### config.mk
export PLATFORM = sky130hd
export DESIGN_NAME = ccms_bank
export DESIGN_NICKNAME = d
export VERILOG_FILES = /design/src/ccms_pkg.sv /design/src/ccms_coef_if.sv /design/src/ccms_bank.sv /design/src/ccms_coef_asm.sv
export SDC_FILE = /design/constraint.sdc
export NUM_CORES = 1
export LEC_CHECK = 0
export BUFFER_PORTS_ARGS = -buffer_cell sky130_fd_sc_hd__buf_2
export CORE_UTILIZATION = 45
export DETAILED_ROUTE_END_ITERATION = 6
export GPL_ROUTABILITY_DRIVEN = 0
export GPL_TIMING_DRIVEN = 0
export PLACE_DENSITY = 0.74
export SYNTH_ARGS = -nofsm -noshare
export SYNTH_HDL_FRONTEND = slang
export SYNTH_HIERARCHICAL = 1
export SYNTH_SLANG_ARGS = --single-unit
export TNS_END_PERCENT = 1
### constraint.sdc
create_clock -name ref_clk -period 12.5 [get_ports ref_clk]
set_input_delay 1.25 -clock ref_clk [delete_from_list [all_inputs] [get_ports ref_clk]]
set_output_delay 1.25 -clock ref_clk [all_outputs]
set_load 0.1 [all_outputs]
### src/ccms_pkg.sv
// ccms_pkg: word addresses, field positions and widths for the coefficient
// msb/sign words and their low words in the configuration memory.
// assumes a 16-bit word-addressed write port from the calibration host.
`default_nettype none
package ccms_pkg;
    localparam int WORD_W = 16;
    localparam int COEF_W = 17;
    localparam int ADDR_W = 8;
    localparam int NUM_COEF = 10;
    // word addresses
    localparam logic [7:0] ADDR_MSB_BRIDGE = 8'h03;
    localparam logic [7:0] ADDR_MSB_TEMP = 8'h04;
    localparam logic [7:0] ADDR_LOW_FIRST = 8'h05;
    localparam logic [7:0] ADDR_LOW_LAST = 8'h0E;
    // reset values
    localparam logic [15:0] RESET_WORD = 16'h0000;
    // coefficient indices, also low-word address minus ADDR_LOW_FIRST
    localparam int C_OFFSET_B = 0;
    localparam int C_GAIN_B = 1;
    localparam int C_TCG = 2;
    localparam int C_TCO = 3;
    localparam int C_SO_OFFSET_DRIFT = 4;
    localparam int C_SO_GAIN_DRIFT = 5;
    localparam int C_SO_BRIDGE = 6;
    localparam int C_OFFSET_T = 7;
    localparam int C_GAIN_T = 8;
    localparam int C_SO_TEMP = 9;
    // word 03h single bits
    localparam int BIT_CURVE_SHAPE = 14;
    localparam int BIT_SETTLE_NEG = 15;
    // word 04h used bits
    localparam int TEMP_USED_W = 6;
    // per coefficient: which msb word (0 = 03h, 1 = 04h) and msb bit position;
    // sign sits at msb position + 1
    localparam logic [9:0] MSB_WORD_SEL = 10'b11_1000_0000;
    localparam int MSB_POS [NUM_COEF] = '{0, 2, 4, 6, 8, 10, 12, 4, 0, 2};
endpackage
`default_nettype wire

### src/ccms_coef_if.sv
// ccms_coef_if: carries one assembled sign-magnitude coefficient from the
// assembler leaf back to the register bank.
// assumes a single producer and a single consumer.
`default_nettype none
interface ccms_coef_if import ccms_pkg::*; ();
    logic [COEF_W-1:0] mag;
    logic neg;
    modport src (output mag, output neg);
    modport dst (input mag, input neg);
endinterface
`default_nettype wire

### src/ccms_bank.sv
// ccms_bank: holds configuration words 03h..0Eh, assembles ten 17-bit
// sign-magnitude calibration coefficients for the correction datapath.
// assumes host word writes/reads are synchronous to ref_clk.
`default_nettype none
module ccms_bank
    import ccms_pkg::*;
(
    // clock and reset
    input wire logic ref_clk,
    input wire logic rst,
    // host word access to the configuration memory
    input wire logic wr_en,
    input wire logic rd_en,
    input wire logic [ADDR_W-1:0] addr,
    input wire logic [WORD_W-1:0] wr_data,
    output logic [WORD_W-1:0] rd_data,
    output logic rd_valid,
    // assembled coefficients, index order per package
    output logic [NUM_COEF*COEF_W-1:0] coef_mag,
    output logic [NUM_COEF-1:0] coef_neg,
    // single-bit controls
    output logic curve_shape_select,
    output logic settle_temp_term_neg
);
    logic [WORD_W-1:0] msb_bridge_r;
    logic [WORD_W-1:0] msb_bridge_nxt;
    logic [TEMP_USED_W-1:0] msb_temp_r;
    logic [TEMP_USED_W-1:0] msb_temp_nxt;
    logic [WORD_W-1:0] low_r [NUM_COEF];
    logic [WORD_W-1:0] low_nxt [NUM_COEF];
    logic [WORD_W-1:0] rd_data_r;
    logic [WORD_W-1:0] rd_data_nxt;
    logic rd_valid_r;
    logic rd_valid_nxt;
    logic ctl_r;
    logic ctl_nxt;
    logic settle_r;
    logic settle_nxt;
    logic [ADDR_W-1:0] low_idx;

    always_comb begin
        low_idx = addr - ADDR_LOW_FIRST;
        msb_bridge_nxt = msb_bridge_r;
        msb_temp_nxt = msb_temp_r;
        for (int i = 0; i < NUM_COEF; i++) begin
            low_nxt[i] = low_r[i];
        end
        if (wr_en) begin
            if (addr == ADDR_MSB_BRIDGE) begin
                msb_bridge_nxt = wr_data;
            end else if (addr == ADDR_MSB_TEMP) begin
                // unused upper bits not stored
                msb_temp_nxt = wr_data[TEMP_USED_W-1:0];
            end else if (addr >= ADDR_LOW_FIRST && addr <= ADDR_LOW_LAST) begin
                low_nxt[low_idx[3:0]] = wr_data;
            end
        end
        rd_valid_nxt = rd_en;
        rd_data_nxt = RESET_WORD;
        if (rd_en) begin
            if (addr == ADDR_MSB_BRIDGE) begin
                rd_data_nxt = msb_bridge_r;
            end else if (addr == ADDR_MSB_TEMP) begin
                rd_data_nxt = {{(WORD_W-TEMP_USED_W){1'b0}}, msb_temp_r};
            end else if (addr >= ADDR_LOW_FIRST && addr <= ADDR_LOW_LAST) begin
                rd_data_nxt = low_r[low_idx[3:0]];
            end
        end
        ctl_nxt = msb_bridge_r[BIT_CURVE_SHAPE];
        settle_nxt = msb_bridge_r[BIT_SETTLE_NEG];
    end

    always_ff @(posedge ref_clk or posedge rst) begin
        if (rst) begin
            msb_bridge_r <= RESET_WORD;
            msb_temp_r <= '0;
            for (int i = 0; i < NUM_COEF; i++) begin
                low_r[i] <= RESET_WORD;
            end
            rd_data_r <= RESET_WORD;
            rd_valid_r <= 1'b0;
            ctl_r <= 1'b0;
            settle_r <= 1'b0;
        end else begin
            msb_bridge_r <= msb_bridge_nxt;
            msb_temp_r <= msb_temp_nxt;
            for (int i = 0; i < NUM_COEF; i++) begin
                low_r[i] <= low_nxt[i];
            end
            rd_data_r <= rd_data_nxt;
            rd_valid_r <= rd_valid_nxt;
            ctl_r <= ctl_nxt;
            settle_r <= settle_nxt;
        end
    end

    assign rd_data = rd_data_r;
    assign rd_valid = rd_valid_r;
    assign curve_shape_select = ctl_r;
    assign settle_temp_term_neg = settle_r;

    // one assembler per coefficient; msb at MSB_POS, sign just above it
    genvar g;
    generate
        for (g = 0; g < NUM_COEF; g++) begin : g_coef
            ccms_coef_if cif ();
            logic msb_bit;
            logic sign_bit;
            if (MSB_WORD_SEL[g]) begin : g_temp
                assign msb_bit = msb_temp_r[MSB_POS[g]];
                assign sign_bit = msb_temp_r[MSB_POS[g]+1];
            end else begin : g_bridge
                assign msb_bit = msb_bridge_r[MSB_POS[g]];
                assign sign_bit = msb_bridge_r[MSB_POS[g]+1];
            end
            ccms_coef_asm u_asm (
                .ref_clk(ref_clk),
                .rst(rst),
                .msb(msb_bit),
                .sign(sign_bit),
                .low(low_r[g]),
                .coef(cif.src)
            );
            assign coef_mag[g*COEF_W +: COEF_W] = cif.mag;
            assign coef_neg[g] = cif.neg;
        end
    endgenerate
endmodule
`default_nettype wire

### src/ccms_coef_asm.sv
// ccms_coef_asm: joins msb, low word and sign into one registered
// sign-magnitude coefficient.
// assumes inputs are stable register contents of the same clock domain.
`default_nettype none
module ccms_coef_asm
    import ccms_pkg::*;
(
    // clock and reset
    input wire logic ref_clk,
    input wire logic rst,
    // stored fields
    input wire logic msb,
    input wire logic sign,
    input wire logic [WORD_W-1:0] low,
    // assembled coefficient
    ccms_coef_if.src coef
);
    logic [COEF_W-1:0] mag_r;
    logic [COEF_W-1:0] mag_nxt;
    logic neg_r;
    logic neg_nxt;

    always_comb begin
        mag_nxt = {msb, low};
        // zero magnitude never reports negative
        neg_nxt = sign && (mag_nxt != '0);
    end

    always_ff @(posedge ref_clk or posedge rst) begin
        if (rst) begin
            mag_r <= '0;
            neg_r <= 1'b0;
        end else begin
            mag_r <= mag_nxt;
            neg_r <= neg_nxt;
        end
    end

    assign coef.mag = mag_r;
    assign coef.neg = neg_r;
endmodule
`default_nettype wire

==> reports/metrics.csv <==
stage;metric;value;unit
outcome;status;complete, no violations;
sta;fmax;249.4;MHz
synthesis;Yosys reg bits;381;
critical_path;Worst R2R Setup Slack;10790;ps
min_path;HP Class;reg2reg;
critical_path;CP required;12940;ps
synthesis;cell count after synthesis;881;
critical_path;Startpoint Class;input pin;
sta;Slew headroom;34.45;%
sta;clock skew;22.90;ps
synthesis;Post-synth EDFFs;0;
place;dpl ws;8032;ps
critical_path;CP Max Fanout;10;
die;Ports;227;
synthesis;Yosys warning count;6;
synthesis;Syn Nets;913;
power_and_ir_drop;Leakage;9.218;nW
synthesis;Unique masters post-synth;49;
cts;postcts setup bufs;0;
power_and_ir_drop;Switching Fraction;28.00;%
routing;vias;8977;
cells_and_area;Layout Nets;1177;
global_route;largest net degree at the start of global routing;133;
routing;DRT iter0 DRCs;705;
cells_and_area;Antenna diodes;0;
sta;final count of negative-setup-slack endpoints;0;
power_and_ir_drop;sequential power share;46.9;%
sta;Hold Vio Cnt, Final;0;
routing;number of routed nets with antenna violations;0;
cts;clock latency on the worst-skew pair;530;ps
die;Placeable Area;0.03164;mm^2
die;area of the die;0.03299;mm^2
global_route;via count of the first global-routing pass;8972;
global_route;total track usage;25.06;%
sta;Final Slew Violations;0;
cts;CTS max path bufs;3;
cts;hold-fix buffers at CTS;0;
critical_path;kind of critical path;in2reg;
cts;H-tree level count;2;
cts;CTS tree;done;
cells_and_area;Area growth syn-to-layout;19.97;%
synthesis;syn_area_per_cell;16.48;um^2
power_and_ir_drop;clock share of power;40.6;%
cts;Resized cells post-CTS;0;
power_and_ir_drop;Int Power;2.028;mW
critical_path;crit path capture type;register;
synthesis;asr flop ratio synth;100.0;%
routing;Routed WL per cell;25.94;um
sta;setup TNS;0;ps
routing;Avg Vias per Cell;5.703;
flow_run;MaxCap Viol Count;0;
place;DP Wirelength;29130;um
sta;RSZ-0062 raised after global routing;no;
die;DIE WIDTH;181.6;um
cts;CTS sink cnt;381;
cts;CTS buffer count;37;
global_route;gr ovfl total;0;
routing;DRC;0;
sta;hold slack;431.7;ps
power_and_ir_drop;power per cell area;161.7;mW/mm^2
die;Die Y;181.6;um
critical_path;worst endpoint data arrival time;4450;ps
routing;DRT Pass-1 Iters;5;
power_and_ir_drop;worst vdd ir;90.73;uV
die;Initial Util;45.90;%
cts;clk root buf;clkbuf_16;
global_route;global-route wire length before repair;59890;um
power_and_ir_drop;NetSw;788.7;uW
sta;fin crit share;32.08;%
global_route;initial antenna violation count;1;
power_and_ir_drop;Design Power;2.817;mW
sta;crit path time final;4010;ps
sta;Final WS setup;8490;ps
synthesis;sequential fraction of the synthesis area;65.66;%
power_and_ir_drop;Gate power share;12.6;%
die;Core Rows;65;
synthesis;Cell Area, Synth;0.01452;mm^2
routing;Routed WL;40830;um
synthesis;Primary FF master, synth;dfrtp_1;
sta;worst-margin pin slew;983.2;ps
cts;clock slew at reported path FFs;60;ps
place;IO Port Bufs;224;
cells_and_area;share of cells above drive strength 1;46.59;%
[layer usage]
layer  GRT usage, %  share of wire, %
met1          35.29                43
met5              0                 0
met2          37.86                45
met4          9.492               3.9
met3          5.997               8.2
[per-stage QoR]
stage / cells / instance area [um^2] / util [%]
global placement: 1507 / 16150 / 51.03
detailed placement: 1508 / 16180 / 51.14
CTS: 1574 / 17420 / 55.07
floorplan: 881 / 14520 / -
global route: 1574 / 17420 / 55.07
finish: 1574 / 17420 / 55.07
[cell usage in the layout (no fill, tap or decap), drive strengths merged, types with 8 or more instances in the layout]
master,count
dfrtp,381
buf,267
mux2,198
clkbuf,76
mux4,32
nor4,31
nand3,24
inv,19
a21oi,16
nor2,12
o22a,10
a22o,10
nand4,10
o41a,10
o211ai,9
clkinv,9
o21ai,8
[Yosys cell counts, types with 12 or more instances]
master / n / share of area [%]
buf_4: 13 / 0.67
nor4_1: 30 / 1.3
inv_1: 19 / 0.49
mux2_2: 140 / 11
buf_2: 16 / 0.55
nand3_1: 18 / 0.62
mux2_4: 30 / 3.1
buf_6: 12 / 0.93
mux4_2: 32 / 5.0
dfrtp_1: 381 / 66
clkbuf_1: 24 / 0.62
mux2_1: 28 / 2.2
a21oi_1: 16 / 0.55
[power groups by stage]
| stage | sequential, mW | clock [mW] | combinational, mW |
|---|---|---|---|
| finish | 1.32 | 1.14 | 0.354 |
| CTS | 1.32 | 1.16 | 0.355 |
| floorplan | 1.48 | 0 | 0.118 |
| global route | 1.32 | 1.22 | 0.369 |
| global placement | 1.34 | 0 | 0.349 |
| detailed placement | 1.34 | 0 | 0.354 |
[sequential cells by signal, summed over array words and instances, names as in the netlist]
signal,flops
msb_temp_r,6
msb_bridge_r,16
low_r,160
curve_shape_select,1
rd_valid,1
settle_temp_term_neg,1
g_coef.u_asm/coef.mag,170
g_coef.u_asm/coef.neg,10
rd_data,16
[layout make-up]
class	instances	area (um^2)
buffer	66	417.9
clock buffer	52	1054
clock inverter	14	187.7
fill	2498	14210
inverter	19	78.83
multi-input combinational	415	4498
sequential	381	9534
tap	402	503.0
timing repair buffer	225	1149
[worst max-delay path: stages]
cell and delay (ps):
buf_2 120, buf_6 130, buf_2 370, buf_2 390
inv_1 110, ha_1 320, buf_2 330, clkbuf_1 480
clkbuf_1 370, nand3_1 130, a21oi_1 230, a22o_1 210
[worst paths after layout]
kind,from,endpoint,cells past startpoint
hold reg to reg,low_r[129]$_DFFE_PP0P_,g_coef[1].u_asm/coef.mag[1]$_DFF_PP0_,0
max in group asynchronous,rst,msb_bridge_r[4]$_DFFE_PP0P_,3
setup / recovery,addr[0],rd_data[7]$_DFF_PP0_,12
setup reg to reg,low_r[122]$_DFFE_PP0P_,g_coef[2].u_asm/coef.neg$_DFF_PP0_,3
min in group asynchronous,rst,low_r[38]$_DFFE_PP0P_,2
hold / removal,low_r[129]$_DFFE_PP0P_,g_coef[1].u_asm/coef.mag[1]$_DFF_PP0_,0
[kinds of logic (layout without fill, tap and decap cells)]
family	after synthesis	in the layout	share of synthesized area [%]
buffers and inverters	85	376	3.369
muxes	230	230	21.09
xor gates and xnor gates	2	2	0.1206
adders and majority gates	4	4	0.3447
and+or+nand+nor	97	97	4.670
AOI/OAI and AO/OA	82	82	4.748
DFF	381	381	65.66
Power figures use the tool's default switching activity.
